===== config.mk =====
export PLATFORM = sky130hd
export DESIGN_NAME = btce_exec
export DESIGN_NICKNAME = d
export VERILOG_FILES = /design/src/rtl/btce_pkg.sv /design/src/rtl/btce_sub_unit.sv /design/src/rtl/btce_exec.sv
export VERILOG_INCLUDE_DIRS = /design/src /design/src/rtl
export SDC_FILE = /design/constraint.sdc
export NUM_CORES = 1
export LEC_CHECK = 0
export BUFFER_PORTS_ARGS = -buffer_cell sky130_fd_sc_hd__buf_4
export CORE_MARGIN = 5
export CORE_UTILIZATION = 46
export CTS_CLUSTER_DIAMETER = 120
export DETAILED_ROUTE_END_ITERATION = 8
export PLACE_DENSITY = 0.78
export SETUP_SLACK_MARGIN = 0.4
export SYNTH_ARGS = -nofsm -noshare
export SYNTH_HDL_FRONTEND = slang
export SYNTH_SLANG_ARGS = --single-unit
export TNS_END_PERCENT = 50

===== constraint.sdc =====
create_clock -name core_clk -period 2.64 [get_ports core_clk]
set_input_delay 0 -clock core_clk [delete_from_list [all_inputs] [get_ports core_clk]]
set_output_delay 0 -clock core_clk [all_outputs]
set_load 0.1 [all_outputs]

===== src/rtl/btce_defines.svh =====
// Constants for the bit-test and compare execution block.
`ifndef BTCE_DEFINES_SVH
`define BTCE_DEFINES_SVH
`define BTCE_DATA_W 16
`define BTCE_FLAG_C 0
`define BTCE_FLAG_DC 1
`define BTCE_FLAG_N 2
`define BTCE_FLAG_OV 3
`define BTCE_FLAG_Z 4
`define BTCE_DC_BIT 4
`define BTCE_LIT5_W 5
`define BTCE_ZERO_WORD 16'h0000
`define BTCE_FLAGS_RST 5'h00
`define BTCE_SKIP_ONE_WORD 2'h1
`define BTCE_SKIP_TWO_WORD 2'h2
`endif


===== src/rtl/btce_pkg.sv =====
// Types shared by the bit-test and compare execution block.
package btce_pkg;
    typedef enum logic [3:0] {
        BTCE_OP_NONE = 4'h0,
        BTCE_OP_SKIP_CLR = 4'h1,
        BTCE_OP_SKIP_SET = 4'h2,
        BTCE_OP_PROBE = 4'h3,
        BTCE_OP_PROBE_FORCE = 4'h4,
        BTCE_OP_SUB_CMP = 4'h5,
        BTCE_OP_CMP_ZERO = 4'h6,
        BTCE_OP_CMP_BORROW = 4'h7,
        BTCE_OP_SKIP_EQ = 4'h8,
        BTCE_OP_SKIP_NE = 4'h9,
        BTCE_OP_SKIP_GT = 4'hA,
        BTCE_OP_SKIP_LT = 4'hB
    } btce_op_t;

    typedef enum logic [1:0] {
        BTCE_SRC_DEFAULT_WORK_REG = 2'h0,
        BTCE_SRC_LIT = 2'h1,
        BTCE_SRC_FILE = 2'h2
    } btce_src_t;

    typedef struct packed {
        logic valid;
        btce_op_t op;
        btce_src_t src;
        logic to_zero;
        logic reg_index;
        logic [3:0] bit_idx;
        logic [4:0] lit;
        logic [15:0] base_val;
        logic [15:0] src_val;
        logic [15:0] file_val;
        logic [15:0] dflt_val;
        logic [15:0] index_val;
    } btce_req_t;

    typedef struct packed {
        logic c;
        logic dc;
        logic n;
        logic ov;
        logic z;
    } btce_flags_t;
endpackage : btce_pkg


===== src/rtl/btce_sub_unit.sv =====
// Subtractor that produces the five arithmetic flags for a compare.
`timescale 1ns/1ps
`include "btce_defines.svh"
module btce_sub_unit (
    input wire logic [15:0] minuend,
    input wire logic [15:0] subtrahend,
    input wire logic borrow_in,
    output btce_pkg::btce_flags_t flags
);
    import btce_pkg::*;

    wire [16:0] diff_full;
    wire [4:0] diff_low;
    wire [15:0] diff;

    // The carry reads as not-borrow, so borrow_in subtracts one more.
    assign diff_full = {1'b0, minuend} + {1'b0, ~subtrahend} +
                       {16'h0000, ~borrow_in};
    assign diff_low = {1'b0, minuend[3:0]} + {1'b0, ~subtrahend[3:0]} +
                      {4'h0, ~borrow_in};
    assign diff = diff_full[15:0];
    assign flags.c = diff_full[16];
    assign flags.dc = diff_low[`BTCE_DC_BIT];
    assign flags.n = diff[15];
    assign flags.ov = (minuend[15] != subtrahend[15]) &&
                      (diff[15] != minuend[15]);
    assign flags.z = (diff == `BTCE_ZERO_WORD);
endmodule : btce_sub_unit


===== src/rtl/btce_exec.sv =====
// Execution unit for bit tests, compares and compare-and-skip operations.
`timescale 1ns/1ps
`include "btce_defines.svh"
// Function
// - Immediate-index bit test skips next instruction when bit is zero.
// - Immediate-index bit test skips next instruction when bit is one.
// - Register-indexed probe copies selected bit into carry only, one cycle.
// - Register-indexed probe reports selected bit through zero flag only.
// - Probe-then-force captures bit into carry or zero, then sets it.
// - Register compare sets five flags from base minus source.
// - Literal compare subtracts zero-extended five-bit literal, flags only.
// - Compare against zero sets five flags, writes no destination.
// - Compare with borrow subtracts inverted carry too, flags only.
// - File form with borrow uses file minus default register.
// - Skip-on-equal skips when registers match, flags untouched.
// - Skip-on-unequal skips when registers differ, flags untouched.
// - Skip-on-greater skips when base exceeds other operand.
// - Skip-on-less skips when base is below other operand.
module btce_exec (
    input wire logic core_clk,
    input wire logic rst_n,
    input btce_pkg::btce_req_t req,
    input wire logic next_two_word,
    output btce_pkg::btce_flags_t flags_r,
    output logic [15:0] wr_data_r,
    output logic wr_en_r,
    output logic skip_r,
    output logic busy_r,
    output logic done_r
);
    import btce_pkg::*;

    typedef enum logic [2:0] {
        BTCE_ST_IDLE = 3'b001,
        BTCE_ST_SKIP1 = 3'b010,
        BTCE_ST_SKIP2 = 3'b100
    } btce_state_t;

    btce_state_t state_r;
    btce_state_t state_nxt;
    btce_flags_t flags_nxt;
    btce_flags_t sub_flags;

    wire take;
    wire [3:0] sel_idx;
    wire sel_bit;
    wire [15:0] min_val;
    wire [15:0] sub_val;
    wire borrow_in;
    wire arith_op;
    logic skip_cond;
    wire [15:0] set_mask;

    assign take = req.valid && (state_r == BTCE_ST_IDLE);
    // Only the low four bits of the index register matter on 16-bit data.
    assign sel_idx = req.reg_index ? req.index_val[3:0] : req.bit_idx;
    assign sel_bit = req.src_val[sel_idx];
    assign set_mask = 16'h0001 << sel_idx;

    // File forms other than compare against zero compare the file register against the default register.
    assign min_val = (req.src == BTCE_SRC_FILE) ? req.file_val :
                     (req.op == BTCE_OP_CMP_ZERO) ? req.src_val :
                     req.base_val;
    assign sub_val = (req.op == BTCE_OP_CMP_ZERO) ? `BTCE_ZERO_WORD :
                     (req.src == BTCE_SRC_FILE) ? req.dflt_val :
                     (req.src == BTCE_SRC_LIT) ? {11'h000, req.lit} :
                     req.src_val;
    assign borrow_in = (req.op == BTCE_OP_CMP_BORROW) ? ~flags_r.c : 1'b0;
    assign arith_op = (req.op == BTCE_OP_SUB_CMP) ||
                      (req.op == BTCE_OP_CMP_ZERO) ||
                      (req.op == BTCE_OP_CMP_BORROW);

    btce_sub_unit u_sub (
        .minuend(min_val),
        .subtrahend(sub_val),
        .borrow_in(borrow_in),
        .flags(sub_flags)
    );

    always_comb begin
        unique case (req.op)
            BTCE_OP_SKIP_CLR: skip_cond = ~sel_bit;
            BTCE_OP_SKIP_SET: skip_cond = sel_bit;
            BTCE_OP_SKIP_EQ: skip_cond = req.base_val == req.src_val;
            BTCE_OP_SKIP_NE: skip_cond = req.base_val != req.src_val;
            BTCE_OP_SKIP_GT: skip_cond = $signed(req.base_val) >
                                         $signed(req.src_val);
            BTCE_OP_SKIP_LT: skip_cond = $signed(req.base_val) <
                                         $signed(req.src_val);
            default: skip_cond = 1'b0;
        endcase
    end

    always_comb begin
        flags_nxt = flags_r;
        if (take && arith_op) begin
            flags_nxt = sub_flags;
        end else if (take && ((req.op == BTCE_OP_PROBE) ||
                              (req.op == BTCE_OP_PROBE_FORCE))) begin
            // The zero flag holds the complement of the probed bit.
            if (req.to_zero) begin
                flags_nxt.z = ~sel_bit;
            end else begin
                flags_nxt.c = sel_bit;
            end
        end
    end

    // A two-word follower needs a second flushed fetch slot.
    always_comb begin
        state_nxt = BTCE_ST_IDLE;
        unique case (state_r)
            BTCE_ST_IDLE: begin
                if (take && skip_cond) begin
                    state_nxt = next_two_word ? BTCE_ST_SKIP2 :
                                BTCE_ST_SKIP1;
                end
            end
            BTCE_ST_SKIP2: state_nxt = BTCE_ST_SKIP1;
            BTCE_ST_SKIP1: state_nxt = BTCE_ST_IDLE;
            default: state_nxt = BTCE_ST_IDLE;
        endcase
    end

    always_ff @(posedge core_clk or negedge rst_n) begin
        if (!rst_n) begin
            state_r <= BTCE_ST_IDLE;
            flags_r <= `BTCE_FLAGS_RST;
            wr_data_r <= `BTCE_ZERO_WORD;
            wr_en_r <= 1'b0;
            skip_r <= 1'b0;
            busy_r <= 1'b0;
            done_r <= 1'b0;
        end else begin
            state_r <= state_nxt;
            flags_r <= flags_nxt;
            wr_data_r <= req.src_val | set_mask;
            wr_en_r <= take && (req.op == BTCE_OP_PROBE_FORCE);
            skip_r <= take && skip_cond;
            busy_r <= state_nxt != BTCE_ST_IDLE;
            done_r <= take || (state_r == BTCE_ST_SKIP1);
        end
    end
endmodule : btce_exec


* Word-level counts from Yosys, hierarchy flattened
Index checks and enable logic that the tools add are counted.
Operators by class: add/sub/neg operators 4, magnitude comparators 3, eq/ne operators 22, shift-type cells 1, mux-type cells 19, bitwise logic cells 6, reduce and logical (&&, ||, !) cells 15
Operators by type and width (count):
- 16-bit two-way mux | 5
- 16-bit by 16-bit adder with 17-bit output | 1
- 17-bit by 1-bit adder with 17-bit output | 1
- 16-bit == test | 1
- 4-bit by 3-bit == test with 1-bit output, second input constant | 4
- 4-bit == test, second input constant | 4
- 16-bit greater-than comparator | 1
- 16-bit logical NOT | 1
- 16-bit less-than comparator | 1
- 16-bit inequality test | 1
- 16-bit NOT | 1
- 16-bit OR | 1
- 1-bit by 4-bit << shifter with 16-bit output, first input constant | 1
- 4-bit by 2-bit == test with 1-bit output, second input constant | 2
- 1-bit two-way mux | 8
- 1-bit logical AND | 6
- 3-bit two-way mux | 2
- 1-bit case mux with 6 select lines | 1
- 3-bit case mux with 2 select lines | 1
- 4-bit by 4-bit adder with 5-bit output | 1
- 5-bit by 1-bit adder with 5-bit output | 1
- 4-bit by 5-bit less-than comparator with 1-bit output, second input constant | 1
- 1-bit binary-select mux with 4-bit select | 1
- 4-bit by 1-bit == test with 1-bit output, second input constant | 1
- other kinds (14) | 22
Word-level totals: register bits 28, output and inout bits 25, word-level logic and storage cells 81

* Logic depth before layout (Yosys ltp)
Gate-level depths: netlist of the first run.
depth after elaboration 9, gate-level depth with buffers 18

* By module
From an unflattened synthesis of the first run, not the netlist that was laid out.
Unflattened totals: cell total of the unflattened synthesis 467, area total of the unflattened synthesis 3532.1 sq um
Modules (own cells, without submodules):
- btce_exec | times used 1, cells each 319, area an instance 2524.9 sq um
- btce_sub_unit | times used 1, cells each 148, area an instance 1007.2 sq um

* Worst setup path before layout of the first run
Ideal clock, no wire load.
path kind input port to flip-flop, from input req[93] (netlist bit), to register flags_r[0] (netlist bit), setup time 0.120 ns, arrival time 3.556 ns, slack -1.035 ns, cell stages on the path 18, path through clkbuf_1 > nand2b_1 > or2_2 > clkbuf_1 > clkbuf_1 > nor2_1 > a21oi_1 > o21ai_0 > fa_1 > fa_1 > a211oi_1 > nor2_1 > o211ai_1 > a21oi_1 > o21a_1 > o221ai_1 > o41ai_1 > a31o_1
On the way: longest elaborated chain between the ends 7, elaborated cells on any way between the ends 23, classes of those cells add/sub (2); eq/ne (5); mux (5); bitwise (2); reduce/logical (9)
RTL lines:
- from (decl) | RTL line btce_exec.sv:22 | input btce_pkg::btce_req_t req,
- 4-bit by 3-bit == test with 1-bit output | RTL line btce_exec.sv:62, btce_exec.sv:64, btce_exec.sv:70
- 16-bit two-way mux, on equally long branches | RTL line btce_exec.sv:62, btce_exec.sv:64
- 16-bit two-way mux or 16-bit NOT (tied branches) | RTL line btce_exec.sv:61, btce_sub_unit.sv:17
- 16-bit by 16-bit adder with 17-bit output | RTL line btce_sub_unit.sv:17 | assign diff_full = {1'b0, minuend} + {1'b0, ~subtrahend} +
- 17-bit by 1-bit adder with 17-bit output | RTL line btce_sub_unit.sv:17
- 16-bit logical NOT (no line)
- 1-bit two-way mux | RTL line btce_exec.sv:96 | if (take && arith_op) begin
- to (signal assigned) | RTL line btce_exec.sv:128 | flags_r <= `BTCE_FLAGS_RST;
- to (signal assigned) | RTL line btce_exec.sv:136 | flags_r <= flags_nxt;
- to (decl) | RTL line btce_exec.sv:24 | output btce_pkg::btce_flags_t flags_r,
Several ways; a longest one is shown, not always the timed one. A chain may end at the register's enable or synchronous reset.

* Final worst setup path of the first run
from register flags_r[4] (netlist bit), to register flags_r[0] (netlist bit)
On the way: longest elaborated chain between the ends 6
RTL lines:
- 1-bit NOT | RTL line btce_exec.sv:68 | assign borrow_in = (req.op == BTCE_OP_CMP_BORROW) ? ~flags_r.c : 1'b0;
- 1-bit two-way mux | RTL line btce_exec.sv:68
- 1-bit NOT | RTL line btce_sub_unit.sv:18 | {16'h0000, ~borrow_in};
- 17-bit by 1-bit adder with 17-bit output | RTL line btce_sub_unit.sv:17
- 16-bit logical NOT (no line)
- 1-bit two-way mux | RTL line btce_exec.sv:96
Every way passes these cells.

==> flow_metrics.py, run 1 <==
metrics = {
    "worst_setup_path": {
        "r2r-end": "flags_r[0]",
        "r2r_cells": 12,
        "r2r-start": "flags_r[4]",
        "worst_setup_path_end_kind": "flop",
        "critPathArrivalTime_ns": 3.11,
        "rrSetupSlack_ns": -0.25,
        "required_ns": 2.86,
        "crit_top_cell": "a211o_1",
        "critPathBufInv": 1,
        "cp_max_fo": 2,
        "critPathLaunchType": "flop",
        "crit_type": "flop to flop",
        "crit_chain": "nor2_2 > nand3_2 > fa_2 > a211o_1 > a211o_1 > buf_4 > o21ai_0 > xnor2_1 > a2111oi_2 > nand4_1 > a211oi_2 > a31o_1",
        "crit_family": "compound AO/OA/AOI/OAI gates",
        "max_stage_delay_ns": 0.42,
        "crit_slowest_cell": "dfrtp_2",
    },
    "layout": {
        "fin_util_pct": 72.0,
        "final_cells": 740,
        "antenna-diode-count": 0,
        "multi_input_area_sq_um": 2750,
        "layout_common_cells": "191 x buf_4, 81 x nand2_1, 39 x nor2_1",
        "finish.instance_area_sq_um": 5250,
        "layout_commonest_cell": "buf_4",
        "n_fill_cell": 618,
        "synthToLayoutAreaGrowth_pct": 51.3,
        "seqCellArea_sq_um": 703,
        "drive_above_1_share_pct": 39.0,
        "nets": 776,
    },
    "clock_tree": {
        "cts_made_buffers": 3,
        "clk_pin_slew_worst_paths_ns": 0.10,
        "clock_latency_ns": 0.28,
        "cts_tree": "done",
        "htreeDepth": 1,
        "clock_sinks": 28,
        "clockBufferDepth": 2,
        "cts-root-buf": "clkbuf_8",
    },
    "sta": {
        "fin_crit_sh_pct": 110,
        "fin_skew_ns": 0.00544,
        "fin_ws_ns": -0.251,
        "hold_viol_final": 0,
        "rsz0062_at_grt": "true",
        "drv_slew": 0,
        "fmax_mhz": 346,
        "slew_headroom_pct": 55.9,
        "timing.final.setup_violations": 4,
        "fin_crit_ns": 2.89,
        "holdWs_ns": 0.0107,
        "tns_ns": -0.539,
        "worst_slew_pin_slew_ns": 0.654,
    },
    "die": {
        "die_h_um": 96.9,
        "dieArea_sq_um": 9380,
        "start_util_pct": 47.6,
        "core_sq_um": 7290,
        "num_rows": 31,
        "die_x_um": 96.9,
        "ios": 126,
    },
    "run_status": {
        "run_status": "complete, but fails checks",
        "violations": "negative setup slack",
    },
    "logic_synthesis": {
        "synthMuxAreaShare_pct": 7.46,
        "synth_xor_area_share_pct": 2.78,
        "synth-simple-area-share_pct": 23.8,
        "synth_top_family_by_area": "compound AO/OA/AOI/OAI gates",
        "synth_cell_types": 70,
        "async_reset_ff_share_pct": 100,
        "synth_ff_type": "dfrtp_1",
        "synth_area_sq_um": 3470,
        "synth_fa_ha_area_share_pct": 12.3,
        "synth_nets": 593,
        "synth-compound-area-share_pct": 28.0,
        "syn_avg_cell_area_sq_um": 7.56,
        "syn_inst": 459,
        "seq_area_frac_synth_pct": 20.2,
        "ys.warnings.count": 0,
        "synth_edf_count": 0,
        "ys_ff_latch": 28,
    },
    "power": {
        "p_total_mw": 2.36,
        "ir_worst_vdd_mv": 0.223,
        "power_density_nw_per_um2": 449,
        "leakagePower_nw": 2.56,
    },
    "detailed_routing": {
        "route.detailed.drc": 0,
        "dr.first_iter.drc_count": 268,
        "vias": 4205,
        "ant_nets": 0,
        "drt_wl_total_um": 12200,
        "detail_route.first_pass.iterations": 5,
        "avgRoutedWirePerCell_um": 16.4,
        "via_per_inst": 5.68,
    },
    "placement": {
        "port_buffers": 113,
        "place_area_sq_um": 4990,
        "globalplace.congestion": 1.02,
        "placed_cells": 730,
        "dp_hpwl_um": 10300,
        "pre_cts_ws_ns": -0.748,
    },
    "min_path": {
        "hold_path_depth": 3,
        "min_path_type": "input port to flop",
        "holdCritStartpoint": "req[56]",
        "min_to": "wr_data_r[8]",
    },
    "grt": {
        "grt_pass1_wl_um": 20400,
        "grt_pass1_vias": 4432,
        "grt_use_total_pct": 25.8,
        "grt_overflow": 0,
        "antenna_found_initial": 0,
        "grt_max_degree": 29,
    },
    "job": {
        "max_cap_viol_count": 0,
    },
}
worst min-delay path: cells and delay by family:
kind            cells  cell delay [ns]
buf+inv             2             0.19
compound gates      1             0.07
flip-flops by register name, summed over array words and instances (netlist names):
name and flops:
done_r 1, busy_r 1, flags_r 5, wr_en_r 1, state_r 3, skip_r 1
wr_data_r 16
logic make-up (layout without fill, tap and decap cells):
kind of cell             Yosys count  count (layout)
AO/OA/AOI/OAI                    142             142
XOR/XNOR                          11              11
adder cells (fa/ha/maj)           33              33
buffers and inverters             45             227
flip-flops                        28              28
multiplexers                      23              23
AND/OR/NAND/NOR                  177             177
layer usage:
metal	wire (um)	global-route usage [%]	vias to the layer above
met5	0	0	-
met4	414	10.0	0
met3	938	4.89	38
met2	5770	45.3	213
met1	5040	30.8	1915
li1	-	-	2039
worst max-delay path by stage:
stage | from | to | cells past startpoint
2_1_floorplan | req[93] | flags_r[0] | 17
4_1_cts | flags_r[4] | flags_r[0] | 12
5_1_grt | flags_r[4] | flags_r[0] | 12
3_3_place_gp | req[96] | flags_r[0] | 15
3_5_place_dp | req[96] | flags_r[0] | 15
6_report | flags_r[4] | flags_r[0] | 12
power breakdown:
group / internal (mW) / switching (mW) / total [mW]
combinational: 0.607 / 0.908 / 1.52
clock: 0.203 / 0.138 / 0.342
sequential: 0.477 / 0.0227 / 0.500
timing repair:
item,in CTS,in global routing
setup endpoints to repair,8,9
resized for setup,14,20
buffers inserted,1,1
hold endpoints to repair,31,0
pin swaps,17,10
hold buffers,4,0
Yosys cell counts, drive strengths merged, types with 3 or more instances:
cell type | instances | share of area (%)
nand2 | 82 | 8.9
nor2 | 43 | 4.7
a21oi | 35 | 5.2
o21ai | 34 | 4.9
ha | 31 | 11
dfrtp | 27 | 19
inv | 26 | 2.8
clkbuf | 12 | 1.3
mux2i | 12 | 3.5
a22o | 11 | 2.8
mux2 | 10 | 3.2
o31ai | 8 | 2.1
a21o | 7 | 1.5
buf | 7 | 1.2
nor3 | 7 | 1.2
nor4 | 7 | 1.3
o211ai | 7 | 1.5
nand2b | 6 | 1.3
nand4 | 6 | 1.1
o21a | 6 | 1.3
xor2 | 6 | 1.5
xnor2 | 5 | 1.3
nor3b | 4 | 0.87
a2111oi | 3 | 0.76
a31oi | 3 | 0.54
and2 | 3 | 0.54
nand3 | 3 | 0.43
nor2b | 3 | 0.76
o221ai | 3 | 0.76
o2bb2ai | 3 | 0.76
or3 | 3 | 0.54
area by class of cell:
cell class / instances / share of cell area [%]
clock buffers: 3 / 0.786
clock inverters: 1 / 0.572
repair buffers: 197 / 28.7
flip-flops and latches: 28 / 13.4
well taps: 99 / 2.36
multi-input cells: 386 / 52.4
inverters: 26 / 1.86
No activity file was read; power rests on OpenSTA's default activity.
==> run 2: changes to the inputs <==
CORE_UTILIZATION = 55   (was 46)
PLACE_DENSITY = 0.88   (was 0.78)
SYNTH_HIERARCHICAL = 1   (was not set)
clock period = 3.5 ns   (was 2.64 ns; I/O delays follow)
==> flow_metrics.py, run 2 <==
metrics = {
    "layout": {
        "nets": 756,
        "layout_commonest_cell": "buf_4",
        "synthToLayoutAreaGrowth_pct": 42.4,
        "regMostFlops": "wr_data_r",
        "n_fill_cell": 421,
        "largestRegisters": "wr_data_r: 16 flops, flags_r: 5 flops, state_r: 3 flops",
        "drive_above_1_share_pct": 32.0,
        "layout_common_cells": "157 x buf_4, 49 x nand2_1, 47 x inv_1",
        "largest_reg_flops": 16,
        "antenna-diode-count": 0,
        "final_cells": 698,
    },
    "clock_tree": {
        "clock_sinks": 28,
        "clock_latency_ns": 0.28,
        "clockBufferDepth": 2,
        "htreeDepth": 1,
        "cts-root-buf": "clkbuf_8",
        "cts_made_buffers": 3,
        "cts_tree": "done",
        "clk_pin_slew_worst_paths_ns": 0.11,
    },
    "logic_synthesis": {
        "seq_area_frac_synth_pct": 19.9,
        "syn_avg_cell_area_sq_um": 7.56,
        "synth_nets": 601,
        "ys.warnings.count": 6,
        "syn_inst": 467,
        "ys_ff_latch": 28,
        "synth_edf_count": 0,
        "async_reset_ff_share_pct": 100,
        "synth_cell_types": 69,
        "yosysTopAreaCellShare_pct": 19.1,
        "yosys-top-cells-count": "49 x inv_1, 49 x nand2_1, 36 x nor2_1, 34 x o21ai_0, 31 x ha_1",
        "synth_ff_type": "dfrtp_1",
        "synthTopCellsByArea": "dfrtp_1 19%, ha_1 11%, mux2i_1 6.8%, inv_1 5.2%, nand2_1 5.2%",
        "synth.largest_area_cell": "dfrtp_1",
        "synth_area_sq_um": 3530,
    },
    "sta": {
        "drv_slew": 0,
        "fmax_mhz": 298,
        "slew_headroom_pct": 47.1,
        "hold_viol_final": 0,
        "fin_ws_ns": 0.147,
        "holdWs_ns": 0.00844,
        "tns_ns": 0,
        "fin_skew_ns": 0.00106,
        "fin_crit_sh_pct": 95.8,
        "timing.final.setup_violations": 0,
        "worst_slew_pin_slew_ns": 0.786,
        "fin_crit_ns": 3.35,
        "rsz0062_at_grt": "true",
    },
    "die": {
        "die_x_um": 90.1,
        "core_sq_um": 6310,
        "num_rows": 29,
        "die_h_um": 90.1,
        "start_util_pct": 55.9,
        "dieArea_sq_um": 8120,
        "ios": 126,
    },
    "worst_setup_path": {
        "crit_type": "flop to flop",
        "worst_setup_path_end_kind": "flop",
        "critPathLaunchType": "flop",
        "required_ns": 3.72,
        "cp_max_fo": 2,
        "critPathArrivalTime_ns": 3.57,
    },
    "grt": {
        "grt_pass1_wl_um": 21400,
        "grt_use_total_pct": 31.6,
        "grt_max_degree": 29,
        "antenna_found_initial": 0,
        "grt_overflow": 0,
        "grt_pass1_vias": 4366,
    },
    "power": {
        "leakagePower_nw": 2.42,
        "ir_worst_vdd_mv": 0.504,
        "p_total_mw": 1.80,
        "power_density_nw_per_um2": 358,
    },
    "detailed_routing": {
        "vias": 4382,
        "drt_wl_total_um": 13300,
        "avgRoutedWirePerCell_um": 19.1,
        "detail_route.first_pass.iterations": 5,
        "dr.first_iter.drc_count": 270,
        "ant_nets": 0,
        "via_per_inst": 6.28,
        "route.detailed.drc": 0,
    },
    "placement": {
        "dp_hpwl_um": 10200,
        "pre_cts_ws_ns": 0.0578,
        "globalplace.congestion": 1.02,
        "port_buffers": 113,
        "placed_cells": 677,
    },
    "run_status": {
        "run_status": "complete, no violations",
    },
    "job": {
        "max_cap_viol_count": 0,
    },
    "min_path": {
        "min_path_type": "input port to flop",
    },
}
## run 2: through the flow
stage / utilization, % / instance area [sq um]
after floorplan: - / 3600
after global placement: 75.1 / 4740
after detailed placement: 75.1 / 4740
after CTS: 79.4 / 5010
after global routing: 79.7 / 5030
final: 79.7 / 5030
## run 2: path summary, 6_finish.rpt
path / cells past startpoint / to / slack, ns / start
worst min-delay path: 3 / wr_data_r[12] / 0.008 / req[60]
worst max-delay path: 15 / flags_r[0] / 0.15 / flags_r[4]
worst max register to register: 15 / flags_r[0] / 0.15 / flags_r[4]
min in group asynchronous: 2 / busy_r / 0.18 / rst_n
max in group asynchronous: 2 / state_r[0] / 3.00 / rst_n
worst min register to register: 1 / done_r / 0.46 / state_r[2]
## run 2: area by class of cell
type	count	area, sq um	share of cell area [%]
clock buffer	3	41.3	0.821
clock inverter	1	30.0	0.597
inverter	50	188	3.73
multi-input combinational	368	2650	52.7
sequential	28	706	14.0
tap	77	96.3	1.91
timing repair buffer	171	1320	26.2
## run 2: metal layers
layer | track usage (%) | vias to the layer above | part of all wire, % | routed length, um
met4 | 11.5 | 0 | 4.0 | 540
met2 | 54.6 | 270 | 48 | 6460
met5 | 0 | - | 0 | 0
li1 | - | 2017 | - | -
met1 | 38.5 | 2037 | 38 | 5060
met3 | 6.51 | 58 | 9.6 | 1280
## run 2: kinds of logic after synthesis
logic type	count (synthesis)	share of synthesized area, %
AO/OA/AOI/OAI	153	29.4
AND/OR/NAND/NOR	150	21.8
buffers and inverters	71	7.83
adder cells (fa/ha/maj)	33	12.1
multiplexers	28	8.08
flip-flops	28	19.9
XOR/XNOR	4	0.992
## run 2: what timing repair did
| item | 4_1_cts | 5_1_grt |
|---|---|---|
| buffers inserted | 4 | 0 |
| pin swaps | 12 | 0 |
| resized for setup | 11 | 3 |
| hold buffers | 12 | 1 |
| hold endpoints to repair | 40 | 1 |
| setup endpoints to repair | 2 | 4 |
| gates cloned | 0 | 0 |
## run 2: critical path, cell delays in order (launching register included)
cell and delay, ns:
dfrtp_4 0.51, nor3_4 0.20, inv_2 0.07, fa_2 0.38
buf_6 0.14, a211oi_4 0.25, nor2_2 0.08, o41ai_2 0.20
buf_4 0.17, o31ai_2 0.06, a221o_1 0.36, xor2_2 0.21
nor4_2 0.21, nor2_1 0.08, a31o_2 0.25, a21oi_2 0.12
## run 2: report_power, final
part	internal (mW)	total (mW)	switching, mW
logic	0.435	1.15	0.720
registers	0.362	0.382	0.0198
clock network	0.153	0.266	0.113
==> run 3: changes to the inputs <==
--- a/config.mk
+++ b/config.mk
@@ -11,3 +11,3 @@
 export CORE_UTILIZATION = 55
-export CTS_CLUSTER_DIAMETER = 120
+export CTS_CLUSTER_DIAMETER = 200
 export DETAILED_ROUTE_END_ITERATION = 8
--- a/constraint.sdc
+++ b/constraint.sdc
@@ -3,2 +3,2 @@
 set_output_delay 0 -clock core_clk [all_outputs]
-set_load 0.1 [all_outputs]
+set_load 0.02 [all_outputs]
==> flow_metrics.py, run 3 (synthesis results as in run 2) <==
metrics = {
    "run_status": {
        "run_status": "complete, no violations",
    },
    "layout": {
        "nets": 749,
        "layout_commonest_cell": "buf_4",
        "synthToLayoutAreaGrowth_pct": 40.7,
        "largest_reg_flops": 16,
        "layout_common_cells": "154 x buf_4, 49 x nand2_1, 47 x inv_1",
        "antenna-diode-count": 0,
        "largestRegisters": "wr_data_r: 16 flops, flags_r: 5 flops, state_r: 3 flops",
        "regMostFlops": "wr_data_r",
        "drive_above_1_share_pct": 31.8,
    },
    "worst_setup_path": {
        "critPathLaunchType": "flop",
        "crit_type": "flop to flop",
        "r2r_cells": 15,
        "worst_setup_path_end_kind": "flop",
        "max_stage_delay_ns": 0.44,
        "required_ns": 3.65,
        "critPathBufInv": 3,
        "crit_slowest_cell": "a2111oi_0",
        "crit_family": "compound AO/OA/AOI/OAI gates",
        "critPathArrivalTime_ns": 3.45,
        "crit_chain": "nor3_2 > inv_2 > fa_2 > inv_2 > fa_2 > buf_4 > nand2b_4 > a21oi_4 > o31ai_2 > o21ai_1 > a21o_1 > a2111oi_0 > a21oi_1 > o22ai_1 > a21oi_1",
        "r2r-end": "flags_r[4]",
        "cp_max_fo": 3,
        "rrSetupSlack_ns": 0.20,
        "r2r-start": "flags_r[4]",
    },
    "placement": {
        "globalplace.congestion": 0.940,
        "dp_hpwl_um": 10400,
        "pre_cts_ws_ns": -0.0354,
        "port_buffers": 113,
    },
    "die": {
        "num_rows": 29,
        "core_sq_um": 6310,
        "start_util_pct": 55.9,
        "ios": 126,
        "die_h_um": 90.1,
        "die_x_um": 90.1,
        "dieArea_sq_um": 8120,
    },
    "clock_tree": {
        "htreeDepth": 1,
        "clock_sinks": 28,
        "cts_made_buffers": 3,
        "cts_tree": "done",
        "cts-root-buf": "clkbuf_8",
        "clk_pin_slew_worst_paths_ns": 0.11,
        "clockBufferDepth": 2,
        "clock_latency_ns": 0.28,
    },
    "detailed_routing": {
        "vias": 4347,
        "via_per_inst": 6.29,
        "drt_wl_total_um": 13200,
        "detail_route.first_pass.iterations": 5,
        "dr.first_iter.drc_count": 355,
        "avgRoutedWirePerCell_um": 19.1,
        "route.detailed.drc": 0,
        "ant_nets": 0,
    },
    "power": {
        "p_total_mw": 1.57,
        "power_density_nw_per_um2": 315,
        "ir_worst_vdd_mv": 0.239,
        "leakagePower_nw": 2.39,
    },
    "min_path": {
        "min_to": "wr_data_r[14]",
        "holdCritStartpoint": "req[62]",
        "min_path_type": "input port to flop",
        "hold_path_depth": 3,
    },
    "grt": {
        "grt_use_total_pct": 31.0,
        "antenna_found_initial": 0,
        "grt_overflow": 0,
        "grt_pass1_vias": 4368,
        "grt_max_degree": 29,
        "grt_pass1_wl_um": 21100,
    },
    "sta": {
        "fin_ws_ns": 0.196,
        "fin_crit_ns": 3.30,
        "fin_crit_sh_pct": 94.4,
        "rsz0062_at_grt": "true",
        "hold_viol_final": 0,
        "fin_skew_ns": 0.000693,
        "fmax_mhz": 303,
        "timing.final.setup_violations": 0,
        "drv_slew": 0,
        "slew_headroom_pct": 46.5,
        "holdWs_ns": 0.00477,
        "worst_slew_pin_slew_ns": 0.795,
    },
    "job": {
        "max_cap_viol_count": 0,
    },
}
[run 3: cell count changes in the layout (fill, tap and decap cells not counted), sizes merged]
cell	change
dlygate4sd3	-3
buf	-4
[run 3: routing by layer]
layer / up-vias / global-route usage [%] / routed length, um
li1: 1998 / - / -
met1: 2019 / 39.5 / 5330
met2: 291 / 51.2 / 6200
met3: 39 / 6.93 / 1240
met4: 0 / 11.3 / 427
met5: - / 0 / 0
[run 3: power by group]
group	total (mW)	switching (mW)	internal (mW)
Combinational	0.928	0.508	0.420
Sequential	0.378	0.0180	0.360
Clock	0.260	0.107	0.153
Total	1.57	0.633	0.933
[run 3: area by class of cell]
class | count | area (sq um)
tap | 77 | 96.3
timing repair buffer | 164 | 1260
multi-input combinational | 368 | 2660
sequential | 28 | 702
inverter | 50 | 188
clock inverter | 1 | 30.0
fill | 473 | 1340
clock buffer | 3 | 41.3
[run 3: timing repair]
item,CTS,global route
resized for setup,9,2
endpoints found under the hold margin,35,1
setup buffers,1,0
pin swaps,14,0
hold buffers,9,1
setup endpoints to repair,2,3
[run 3: how the worst max path moves through the flow]
stage | from | to | slack, ns | cells past startpoint
finish | flags_r[4] | flags_r[4] | 0.20 | 15
global route | flags_r[4] | flags_r[0] | 0.01 | 15
CTS | flags_r[4] | flags_r[0] | 0.29 | 15
detailed placement | req[96] | flags_r[0] | -0.04 | 19
global placement | req[96] | flags_r[0] | 0.07 | 19
floorplan | req[96] | flags_r[0] | 0.35 | 19
[run 3: tightest hold or removal path, stage by stage]
cell	delay, ns
buf_4	0.12
inv_1	0.07
o21ai_0	0.07
[run 3: stage by stage]
| stage | utilization (%) | TNS, ns | std cells | instance area, sq um |
|---|---|---|---|---|
| 4_1_cts | 78.5 | 0 | 690 | 4960 |
| 2_1_floorplan | - | 0 | 467 | 3620 |
| 3_3_place_gp | 75.2 | 0 | 676 | 4750 |
| 5_1_grt | 78.7 | 0 | 691 | 4970 |
| 3_5_place_dp | 75.2 | -0.0354 | 676 | 4750 |
| 6_report | 78.7 | 0 | 691 | 4970 |
